[config.mk]
export PLATFORM = sky130hd
export DESIGN_NAME = tick_down_timer
export DESIGN_NICKNAME = d
export VERILOG_FILES = /design/src/design/tick_pkg.sv /design/src/design/tick_down_timer.sv /design/src/design/tick_rate_divider.sv
export SDC_FILE = /design/constraint.sdc
export NUM_CORES = 1
export LEC_CHECK = 0
export ABC_CLOCK_PERIOD_IN_PS = 3480
export BUFFER_PORTS_ARGS = -buffer_cell sky130_fd_sc_hd__buf_2
export CORE_MARGIN = 4
export CORE_UTILIZATION = 53
export DETAILED_ROUTE_END_ITERATION = 8
export PLACE_DENSITY = 0.77
export SETUP_SLACK_MARGIN = 0.5
export SLEW_MARGIN = 20
export SYNTH_ARGS = -nofsm -noshare
export SYNTH_HDL_FRONTEND = slang
export SYNTH_HIERARCHICAL = 1
export SYNTH_SLANG_ARGS = --single-unit
export TNS_END_PERCENT = 20
[constraint.sdc]
create_clock -name clock -period 3.48 [get_ports clock]
set_clock_uncertainty 0.1 [all_clocks]
set_input_delay 0.348 -clock clock [delete_from_list [all_inputs] [get_ports clock]]
set_output_delay 0.348 -clock clock [all_outputs]
set_load 0.03 [all_outputs]
[src/design/tick_pkg.sv]
// Package: register map, field positions, reset values and timing for the tick timer
package tick_pkg;
  // ----------------------------------------------------------------
  // Register byte addresses
  // ----------------------------------------------------------------
  localparam logic [31:0] ADDR_CONTROL_STATUS = 32'hE000E010;
  localparam logic [31:0] ADDR_RESTART_VALUE = 32'hE000E014;
  localparam logic [31:0] ADDR_COUNT_NOW = 32'hE000E018;
  localparam logic [31:0] ADDR_CALIBRATION = 32'hE000E01C;
  // ----------------------------------------------------------------
  // Field positions
  // ----------------------------------------------------------------
  localparam int BIT_ENABLE = 0;
  localparam int BIT_IRQ_ENABLE = 1;
  localparam int BIT_CLOCK_SELECT = 2;
  localparam int BIT_ZERO_FLAG = 16;
  localparam int BIT_CALIB_INEXACT = 30;
  localparam int BIT_REF_ABSENT = 31;
  localparam int COUNT_WIDTH = 24;
  // ----------------------------------------------------------------
  // Reset values
  // ----------------------------------------------------------------
  localparam logic [23:0] RESET_COUNT = 24'h000000;
  localparam logic [23:0] RESET_RESTART = 24'h000000;
  localparam logic [23:0] RESET_CALIB_COUNT = 24'h00001F;
  localparam logic RESET_CALIB_INEXACT = 1'b0;
  localparam logic RESET_REF_ABSENT = 1'b0;
  // ----------------------------------------------------------------
  // Timing: reference tick is system clock divided by two
  // ----------------------------------------------------------------
  localparam int REF_DIVIDE = 2;
endpackage

[src/design/tick_down_timer.sv]
// Tick timer: 24-bit reloading down counter with memory-mapped registers
`timescale 1ns/10ps
module tick_down_timer
  import tick_pkg::*;
(
  input wire logic clock,
  input wire logic nrst,
  input wire logic [31:0] reg_addr,
  input wire logic reg_write,
  input wire logic reg_read,
  input wire logic [31:0] reg_wdata,
  output logic [31:0] reg_rdata,
  input wire logic [23:0] calib_config_count,
  input wire logic calib_config_inexact,
  input wire logic calib_config_no_ref,
  output logic tick_irq
);
  logic enable;
  logic tick_irq_enable;
  logic clock_select;
  logic zero_reached_flag;
  logic [23:0] restart_value;
  logic [23:0] count;
  logic [23:0] calib_interval_count;
  logic calib_inexact_flag;
  logic ref_clock_absent;
  logic tick;
  logic reached_zero;
  logic wr_status;
  logic wr_restart;
  logic wr_count;
  logic rd_status;

  // ----------------------------------------------------------------
  // Address decode
  // ----------------------------------------------------------------
  function automatic logic hit(input logic [31:0] addr, input logic [31:0] target);
    hit = (addr == target);
  endfunction

  assign wr_status = reg_write && hit(reg_addr, ADDR_CONTROL_STATUS);
  assign wr_restart = reg_write && hit(reg_addr, ADDR_RESTART_VALUE);
  assign wr_count = reg_write && hit(reg_addr, ADDR_COUNT_NOW);
  assign rd_status = reg_read && hit(reg_addr, ADDR_CONTROL_STATUS);

  // ----------------------------------------------------------------
  // Tick enable
  // ----------------------------------------------------------------
  // Clock source bit is tied to zero (system rate) and ignores writes; reserved in the register view
  assign clock_select = 1'b0;

  tick_rate_divider u_divider (
    .clock(clock),
    .nrst(nrst),
    .run(enable),
    .use_half_rate(clock_select),
    .tick(tick)
  );

  assign reached_zero = tick && (count == RESET_COUNT);

  // ----------------------------------------------------------------
  // Control bits
  // ----------------------------------------------------------------
  // control cleared at reset
  always_ff @(posedge clock) begin
    if (!nrst) begin
      enable <= 1'b0;
      tick_irq_enable <= 1'b0;
    end else if (wr_status) begin
      enable <= reg_wdata[BIT_ENABLE];
      tick_irq_enable <= reg_wdata[BIT_IRQ_ENABLE];
    end
  end

  // ----------------------------------------------------------------
  // Restart value
  // ----------------------------------------------------------------
  always_ff @(posedge clock) begin
    if (!nrst) begin
      restart_value <= RESET_RESTART;
    end else if (wr_restart) begin
      restart_value <= reg_wdata[COUNT_WIDTH-1:0];
    end
  end

  // ----------------------------------------------------------------
  // Counter
  // ----------------------------------------------------------------
  always_ff @(posedge clock) begin
    if (!nrst) begin
      count <= RESET_COUNT;
    end else if (wr_count) begin
      count <= RESET_COUNT;
    end else if (reached_zero) begin
      count <= restart_value;
    end else if (tick) begin
      count <= count - 24'h000001;
    end
  end

  // ----------------------------------------------------------------
  // Zero-reached flag
  // ----------------------------------------------------------------
  // Set beats a clearing read so a zero crossing is never lost.
  // Count write clears only, since it also forces the count itself to zero.
  always_ff @(posedge clock) begin
    if (!nrst) begin
      zero_reached_flag <= 1'b0;
    end else if (wr_count) begin
      zero_reached_flag <= 1'b0;
    end else if (reached_zero) begin
      zero_reached_flag <= 1'b1;
    end else if (rd_status) begin
      zero_reached_flag <= 1'b0;
    end
  end

  // ----------------------------------------------------------------
  // Interrupt
  // ----------------------------------------------------------------
  // One-cycle pulse per zero crossing; the core latches it as an exception
  always_ff @(posedge clock) begin
    if (!nrst) begin
      tick_irq <= 1'b0;
    end else begin
      tick_irq <= reached_zero && tick_irq_enable && !wr_count;
    end
  end

  // ----------------------------------------------------------------
  // Calibration mirror
  // ----------------------------------------------------------------
  // Configuration source is a same-domain register, so no synchroniser
  always_ff @(posedge clock) begin
    if (!nrst) begin
      calib_interval_count <= RESET_CALIB_COUNT;
      calib_inexact_flag <= RESET_CALIB_INEXACT;
      ref_clock_absent <= RESET_REF_ABSENT;
    end else begin
      calib_interval_count <= calib_config_count;
      calib_inexact_flag <= calib_config_inexact;
      ref_clock_absent <= calib_config_no_ref;
    end
  end

  // ----------------------------------------------------------------
  // Read data
  // ----------------------------------------------------------------
  always_ff @(posedge clock) begin
    if (!nrst) begin
      reg_rdata <= 32'h00000000;
    end else if (reg_read) begin
      reg_rdata <= 32'h00000000;
      if (hit(reg_addr, ADDR_CONTROL_STATUS)) begin
        reg_rdata[BIT_ENABLE] <= enable;
        reg_rdata[BIT_IRQ_ENABLE] <= tick_irq_enable;
        reg_rdata[BIT_CLOCK_SELECT] <= 1'b0;
        reg_rdata[BIT_ZERO_FLAG] <= zero_reached_flag;
      end else if (hit(reg_addr, ADDR_RESTART_VALUE)) begin
        reg_rdata[COUNT_WIDTH-1:0] <= restart_value;
      end else if (hit(reg_addr, ADDR_COUNT_NOW)) begin
        reg_rdata[COUNT_WIDTH-1:0] <= count;
      end else if (hit(reg_addr, ADDR_CALIBRATION)) begin
        reg_rdata[COUNT_WIDTH-1:0] <= calib_interval_count;
        reg_rdata[BIT_CALIB_INEXACT] <= calib_inexact_flag;
        reg_rdata[BIT_REF_ABSENT] <= ref_clock_absent;
      end
    end
  end

  // ----------------------------------------------------------------
  // Assertion helpers
  // ----------------------------------------------------------------
  // Counting ticks keeps the period check free of long repetitions
  logic [23:0] period_ticks;
  logic period_valid;

  always_ff @(posedge clock) begin
    if (!nrst) begin
      period_ticks <= 24'h000000;
    end else if (reached_zero || wr_count) begin
      period_ticks <= 24'h000000;
    end else if (tick) begin
      period_ticks <= period_ticks + 24'h000001;
    end
  end

  // a whole period follows a reload
  always_ff @(posedge clock) begin
    if (!nrst) begin
      period_valid <= 1'b0;
    end else if (wr_count || wr_restart) begin
      period_valid <= 1'b0;
    end else if (reached_zero) begin
      period_valid <= 1'b1;
    end
  end
endmodule

[src/design/tick_rate_divider.sv]
// Tick enable generator: system rate or half system rate
`timescale 1ns/10ps
module tick_rate_divider
  import tick_pkg::*;
(
  input wire logic clock,
  input wire logic nrst,
  input wire logic run,
  input wire logic use_half_rate,
  output logic tick
);
  logic phase;
  // ----------------------------------------------------------------
  // Divider
  // ----------------------------------------------------------------
  // Phase only advances while running, so a stopped counter wakes cleanly
  always_ff @(posedge clock) begin
    if (!nrst) begin
      phase <= 1'b0;
    end else if (run) begin
      phase <= ~phase;
    end else begin
      phase <= 1'b0;
    end
  end
  assign tick = run && (!use_half_rate || phase);
endmodule

# Word-level counts from Yosys, hierarchy flattened
# Cells that the tools add are included.
# totals
register_bits	104
in_bits	94
output_inout_bits	33
# op_classes
addsub	1
n_eq_ne	4
muxes	15
bitwise_logic	1
reduce_logical	12
# ops
operator	count
$eq 32x32->1 const B	4
$mux 24	5
$logic_not 24->1	1
$sub 24x1->24 const B	1
$mux 13	1
$mux 2	4
$logic_and 1x1->1	7
$mux 7	1
$reduce_bool 2->1	2
$mux 1	3
$mux 3	1
$reduce_or 2->1	1
$logic_not 1->1	1
$not 1->1	1

# Longest topological paths before layout
# Gate-level depths: netlist of run 1.
# depth
depth_word	5
ltp_mapped	9
depth_no_buf	7

# Hierarchy
# Netlist of run 1, hierarchy kept.
# modules_own_cells
mod	instances	cells_each	area_per_inst_um2
tick_down_timer	1	548	4768.3
tick_rate_divider	1	4	41.3

# Least setup slack after synthesis of run 1
# Ideal clock, no wire load.
# synth_path
kind	reg-to-reg
from	reg count[2]
to	reg count[1]
setup_time_ps	132
arrival_ps	2205
t_required_ps	3248
slack_ps	1043
path_stages_with_launch	9
path_buffers	3
synth_period_minus_slack_ps	2437
cell_sequence	dfxtp_1 > buf_2 > or4_4 > or4_4 > or2_1 > buf_6 > buf_6 > o211ai_1 > a21oi_1
# synth_via
elab_chain_len	3
# synth_rtl
item	line	text
start: declaration	tick_down_timer.sv:23	logic [23:0] count;
start signal: assignment	tick_down_timer.sv:96	count <= restart_value;
start signal: assignment	tick_down_timer.sv:98	count <= count - 24'h000001;
$logic_not 24->1 (*)	tick_down_timer.sv:60	assign reached_zero = tick && (count == RESET_COUNT);
$logic_and 1x1->1 (*)	tick_down_timer.sv:60	
$mux 24 / $reduce_bool 2->1 (equally long branches)	-	
# Every way passes the cells marked *; elsewhere a longest branch is shown, timed or not.
# A chain may end at the register's enable or synchronous reset.

# Final worst setup path of run 1
# layout_path
from	reg count[16]
to	reg count[6]
# Same word-level chain as after synthesis.

==> reports/results.txt, run 1 <==
crit-path max cell delay: 640 ps
RR Startpoint: count[16]$_SDFFE_PP0P_
worst hold endpoint: calib_interval_count[2]$_SDFF_PN1_
Yosys top cell by area: dfxtp_1
Layout area overhead: 16.9%
hold slack: 61.5 ps
Reg clk slew, reported paths: 100 ps
GP Congestion: 0.911
port bufs: 112
width of the die: 103 µm
DRC Markers: 0
vias in the first global route: 4,085
mapped cell area: 0.00481 mm²
Post-Synth Adder-Cell Area: 0.520%
Final Slew Violations: 0
worst-skew pair later-pin latency: 370 ps
Setup Crit Path Kind: reg -> reg
DR iter-0 viols: 234
initial core utilization: 54.9%
final period utilization: 78.1%
sequential element share of the synthesized area: 43.7%
ys flop type: dfxtp_1
setup TNS: 0 ps
simple-gate portion of the synthesized area: 25.3%
Top delay family on crit path: simple AND/OR/NAND/NOR gates
CP Launch Type: flip-flop
# Post-CTS Setup Buffers: 0
HP Class: in -> reg
Total Wirelength: 12.3 mm
layout cells sized above 1: 23.2%
Yosys top cell area share: 43.7%
Die Span Y: 103 µm
CP Max Fanout: 15
cell breakdown of the critical path: or4_1, or4b_4, or2_1, o22ai_1, a221oi_1
Slew HR: 44.8%
first-pass GRT wire length: 19.6 mm
status: complete, no violations
Avg Cell Area, Syn: 8.71 µm²
wire per inst: 16.2 µm
core area: 0.00876 mm²
main combinational cell family by area after synthesis: simple AND/OR/NAND/NOR gates
Top Ports: 127
Least-Margin Pin Slew: 828 ps
FFs w/ async S/R, synth: 0%
filler instances: 778
initial antenna violation count: 0
Max-Cap Viols: 0
drt first pass iters: 6
post-route ant nets: 0
Finished Cell Area: 0.00562 mm²
Critical Path End Type: flip-flop
CTS tree: yes
CTS Buffer Depth: 2
hold depth: 2
pin count of the biggest net entering global routing: 60
R2R Setup Slk: 760 ps
Crit path arrival time: 2850 ps
num rows: 34
hold buffers post-CTS: 0
clock sink total: 105
Max IR drop VDD: 0.246 mV
f_max: 368 MHz
cell count after synthesis: 552
DR vias: 4,389
Reg2Reg Depth: 5
DIE AREA: 0.0107 mm²
fin nets: 741
mux cell area share after synthesis: 4.99%
total grt overflow: 0
RSZ-0062 raised after global routing: false
Final setup viols: 0
DP Wirelength: 8.52 mm
Final Hold Fails: 0
H-tree levels: 3
Crit path required time: 3610 ps
Buf/Inv on CP: 0
Compound-Gate Fraction of Synth Area: 19.7%
number of library cell types mapped by synthesis: 55
top-count cell post-synth: dfxtp_1
Total GRT Usage: 23.1%
CP Depth: 5
TritonCTS Buffers: 9
min Tclk post-route: 2720 ps
Reg-to-Reg End: count[6]$_SDFFE_PP0P_
diodes inserted: 0
Seq cells post-synth: 105
post_cts resized: 0
Via density: 5.79
worst slack, placed: 759 ps
leak pwr: 2.37 nW
synth warn: 6
Synth area leaders: dfxtp_1 44%, mux2i_1 5.0%, o31ai_1 4.5%
number of synthesized flops with an enable pin: 0
hold_sp: calib_config_count[2]
final setup margin: 761 ps
Cell Area, Placed: 0.00539 mm²
Post-synth top cells: 105 x dfxtp_1, 42 x nand2_1, 39 x o21ai_0, 36 x nor2_1
crit path max-delay cell type: or4_1
Root Buffer: clkbuf_8
Pwr Density: 396 mW/mm²
Post-Synth XOR/XNOR Area: 0.546%
-- where the power goes --
group / switching [W] / internal [W] / total (W)
logic: 0.0000715 / 0.0000637 / 0.000135
registers: 0.00000432 / 0.00122 / 0.00122
clock network: 0.000419 / 0.000450 / 0.000869
total: 0.000495 / 0.00173 / 0.00223
-- cells by family (layout without fill, tap and decap cells) --
family / Yosys count / in the layout
simple gates: 222 / 222
compound gates: 142 / 142
flops: 105 / 105
buf+inv: 53 / 145
mux: 24 / 24
xor+xnor: 3 / 3
fa+ha+maj: 2 / 2
other cells: 1 / 7
-- metal layers --
layer / part of all wire (%) / GRT usage, % / vias to the layer above
met3: 6.5 / 3.96 / 14
met5: 0 / 0 / -
met4: 1.1 / 5.78 / 0
met1: 45 / 30.1 / 2075
met2: 47 / 40.0 / 150
li1: - / - / 2150
-- layout by cell type, fill, tap and decap left out, types with 4 or more instances in the layout --
cell type and count:
a211oi_1 7, a21boi_0 4, a21o_1 24, a21oi_1 11, a31oi_1 7, and2_1 24
and3_1 4, buf_2 112, buf_4 9, clkbuf_8 11, conb_1 7, dfxtp_1 105
inv_1 7, mux2i_1 24, nand2_1 42, nand2b_1 10, nand3_1 11, nand4_1 12
nor2_1 35, nor2b_1 30, nor3_1 12, nor4_1 10, o21ai_0 39, o31ai_1 29
or3_1 7
-- through the flow --
step | total power [W] | cells | utilization, %
floorplan | 0.00132 | 558 | -
global placement | 0.00138 | 742 | 61.5
detailed placement | 0.00138 | 742 | 61.5
CTS | 0.00224 | 758 | 64.1
global route | 0.00231 | 758 | 64.2
finish | 0.00223 | 758 | 64.2
-- worst max path at each step --
stage | from | endpoint | slack, ps
3_3_place_gp | count[16]$_SDFFE_PP0P_ | count[3]$_SDFFE_PP0P_ | 840
3_5_place_dp | count[16]$_SDFFE_PP0P_ | count[6]$_SDFFE_PP0P_ | 760
2_1_floorplan | count[2]$_SDFFE_PP0P_ | count[1]$_SDFFE_PP0P_ | 1040
4_1_cts | count[16]$_SDFFE_PP0P_ | count[6]$_SDFFE_PP0P_ | 730
5_1_grt | count[16]$_SDFFE_PP0P_ | count[6]$_SDFFE_PP0P_ | 630
6_report | count[16]$_SDFFE_PP0P_ | count[6]$_SDFFE_PP0P_ | 760
-- cell type report --
class	count	area [µm²]	area share (%)
Tap cell	108	135	2.40
Sequential cell	105	2100	37.4
Inverter	8	30.0	0.534
Clock buffer	11	151	2.69
Timing Repair Buffer	121	628	11.2
Clock inverter	5	85.1	1.51
Multi-Input combinational cell	400	2490	44.3
-- state kept, by name, indices dropped and copies added (netlist names) --
signal                flops
ref_clock_absent          1
reg_rdata                26
restart_value            24
zero_reached_flag         1
count                    24
calib_interval_count     24
tick_irq_enable           1
enable                    1
tick_irq                  1
calib_inexact_flag        1
u_divider/phase           1
-- worst reg2reg max path: cells and delay by family, from the launching register on --
kind	cells	cell delay, ps
AOI/OAI and AO/OA	2	390
and+or+nand+nor	3	1710
DFF	1	380
Note: power is estimated with default switching activity, not from simulation.
==> inputs of run 2 (changes only) <==
Settings changed: ABC_CLOCK_PERIOD_IN_PS 3480 to 2800.
Clock period 3.48 ns to 2.8 ns, I/O delays scaled along.
==> run 2 against run 1 <==
  * The flow now finishes with violations (hold timing)
  * Sequential cell count is the same
  * Setup slack lost 280 ps
  * Core utilization grew 2.2 points
  * Combinational power grew 30%
  * Sequential power grew 25%
  * First-iteration DRC count grew 88%
  * Critical endpoint is now count[2]$_SDFFE_PP0P_
  * Largest cell class unchanged
  * Largest power group unchanged
==> reports/results.txt, run 2 (synthesized netlist as in run 1, its figures left out) <==
setup TNS: 0 ps (unchanged)
cell breakdown of the critical path: or4_4, or4_4, or2_4, a41oi_1, nor2_1
failing checks: hold timing
clock sink total: 105 (unchanged)
Buf/Inv on CP: 0 (unchanged)
Die Span Y: 103 µm (unchanged)
most frequent cells in the layout: 112 x buf_2, 99 x dfxtp_1, 42 x nand2_1
Pwr Density: 450 mW/mm² (+14%)
layout cells sized above 1: 27.5% (+4.3 points)
core area: 0.00876 mm² (unchanged)
DP Wirelength: 8.73 mm (+2.4%)
Comb pwr share: 6.7% (+0.6 points)
Root Buffer: clkbuf_8
Cell Area, Placed: 0.00542 mm² (+0.72%)
GP Congestion: 0.926 (+1.6%)
min Tclk post-route: 2320 ps (-402 ps)
TritonCTS Buffers: 9 (unchanged)
Crit path arrival time: 2460 ps (-390 ps)
DR vias: 4,577 (+4.3%)
initial antenna violation count: 0 (unchanged)
crit-path max cell delay: 600 ps (-40 ps)
vias in the first global route: 4,398 (+7.7%)
Power Internal: 0.00201 W (+16%)
Final setup viols: 0 (unchanged)
CP Max Fanout: 5 (-10)
Final Slew Violations: 0 (unchanged)
HP Class: in -> reg
crit path max-delay cell type: or4_4
final period utilization: 82.8% (+4.6 points)
CTS tree: yes
Least-Margin Pin Slew: 601 ps (-227 ps)
Max-Cap Viols: 0 (unchanged)
P_sw: 0.000610 W (+23%)
Reg power frac: 57.9% (+3.0 points)
hold slack: -1.17 ps (-62.7 ps)
initial core utilization: 54.9% (unchanged)
Crit path required time: 2950 ps (-660 ps)
max FFs per register: 26 (unchanged)
wire per inst: 16.5 µm (+2.2%)
post-route ant nets: 0 (unchanged)
CP Launch Type: flip-flop
Layout area overhead: 21.0%
filler instances: 750 (-3.6%)
Slew HR: 59.9% (+15 points)
leak pwr: 2.44 nW (+2.8%)
DR iter-0 viols: 439 (+88%)
f_max: 432 MHz (+17%)
RSZ-0062 raised after global routing: true
Total Wirelength: 12.8 mm (+4.3%)
Reg clk slew, reported paths: 100 ps (about the same)
Via density: 5.92 (+2.3%)
pin count of the biggest net entering global routing: 52 (-13%)
commonest non-fill, non-tap cell in the layout: buf_2
DRC Markers: 0 (unchanged)
num rows: 34 (unchanged)
Reg area: 0.00211 mm² (+0.48%)
first-pass GRT wire length: 20.0 mm (+2.0%)
width of the die: 103 µm (unchanged)
drt first pass iters: 5 (-1)
Top reg by flops: reg_rdata
diodes inserted: 0 (unchanged)
DIE AREA: 0.0107 mm² (unchanged)
Clock Power Share: 35.4% (-3.7 points)
Top Ports: 127 (unchanged)
Max IR drop VDD: 0.282 mV (+15%)
area of the multi-input gates: 0.00260 mm² (+4.2%)
worst-skew pair later-pin latency: 370 ps (about the same)
port bufs: 112 (unchanged)
status: complete, but fails checks
CP dominant cell by count: or4_4
Critical Path End Type: flip-flop
Total GRT Usage: 23.4% (+0.30 points)
Final Hold Fails: 1 (+1)
Finished Cell Area: 0.00582 mm² (+3.5%)
total grt overflow: 0 (unchanged)
fin nets: 756 (+2.0%)
CTS Buffer Depth: 2 (unchanged)
H-tree levels: 3 (unchanged)
Top delay family on crit path: simple AND/OR/NAND/NOR gates
Setup Crit Path Kind: reg -> reg
Net Sw Frac: 23.3% (+1.0 points)
[run 2: changes by cell type in the layout (fill, tap and decap cells not counted), sizes merged]
cell         delta
clkbuf          -1
clkinvlp        +2
buf            +11
dlygate4sd3     +3
or2             +1
inv             -1
bufinv          -1
clkinv          +1
[run 2: through the flow]
| step | power [W] | worst slack (ps) | cells | hold WS (ps) | utilization (%) |
|---|---|---|---|---|---|
| finish | 0.00262 | 483 | 773 | -1.17 | 66.4 |
| global placement | 0.00172 | 252 | 747 | 335 | 61.9 |
| global route | 0.00271 | 383 | 773 | 2.83 | 66.4 |
| CTS | 0.00263 | 481 | 771 | 0.850 | 65.5 |
| detailed placement | 0.00172 | 204 | 747 | 338 | 61.9 |
| floorplan | 0.00164 | 402 | 558 | 281 | - |
[run 2: power by group through the flow]
stage	Combinational, W	Sequential [W]	Clock, W
3_5_place_dp	0.000171	0.00155	0
6_report	0.000176	0.00152	0.000928
4_1_cts	0.000174	0.00152	0.000940
5_1_grt	0.000195	0.00152	0.000996
2_1_floorplan	0.0000947	0.00155	0
3_3_place_gp	0.000167	0.00155	0
[run 2: area by class of cell]
class                           instances  area share (%)
Sequential cell                       105            36.3
Inverter                                8           0.516
Clock inverter                          6            1.14
Timing Repair Buffer                  135            12.9
Tap cell                              108            2.32
Multi-Input combinational cell        401            44.6
Clock buffer                           10            2.19
[run 2: timing repair]
| action | 4_1_cts | 5_1_grt |
|---|---|---|
| setup endpoints to repair | 22 | 19 |
| hold endpoints to repair | 2 | 1 |
| pin swaps | 9 | 7 |
| hold buffers | 2 | 1 |
| setup buffers | 5 | 1 |
| cloned | 1 | 0 |
| resized for setup | 22 | 13 |
[run 2: path summary, 6_finish.rpt]
| kind | endpoint | slack, ps | depth (start not counted) | start |
|---|---|---|---|---|
| setup / recovery | count[2]$_SDFFE_PP0P_ | 480 | 5 | count[5]$_SDFFE_PP0P_ |
| hold / removal | calib_interval_count[2]$_SDFF_PN1_ | -1 | 2 | calib_config_count[2] |
| setup reg to reg | count[2]$_SDFFE_PP0P_ | 480 | 5 | count[5]$_SDFFE_PP0P_ |
| hold reg to reg | tick_irq$_SDFF_PN0_ | 350 | 2 | tick_irq_enable$_SDFFE_PN0P_ |
[run 2: routing by layer]
| metal | GRT usage, % | up-vias | wire [µm] |
|---|---|---|---|
| met5 | 0 | - | 0 |
| li1 | - | 2183 | - |
| met3 | 3.82 | 22 | 996 |
| met2 | 42.1 | 212 | 6040 |
| met4 | 8.07 | 0 | 201 |
| met1 | 28.4 | 2160 | 5540 |
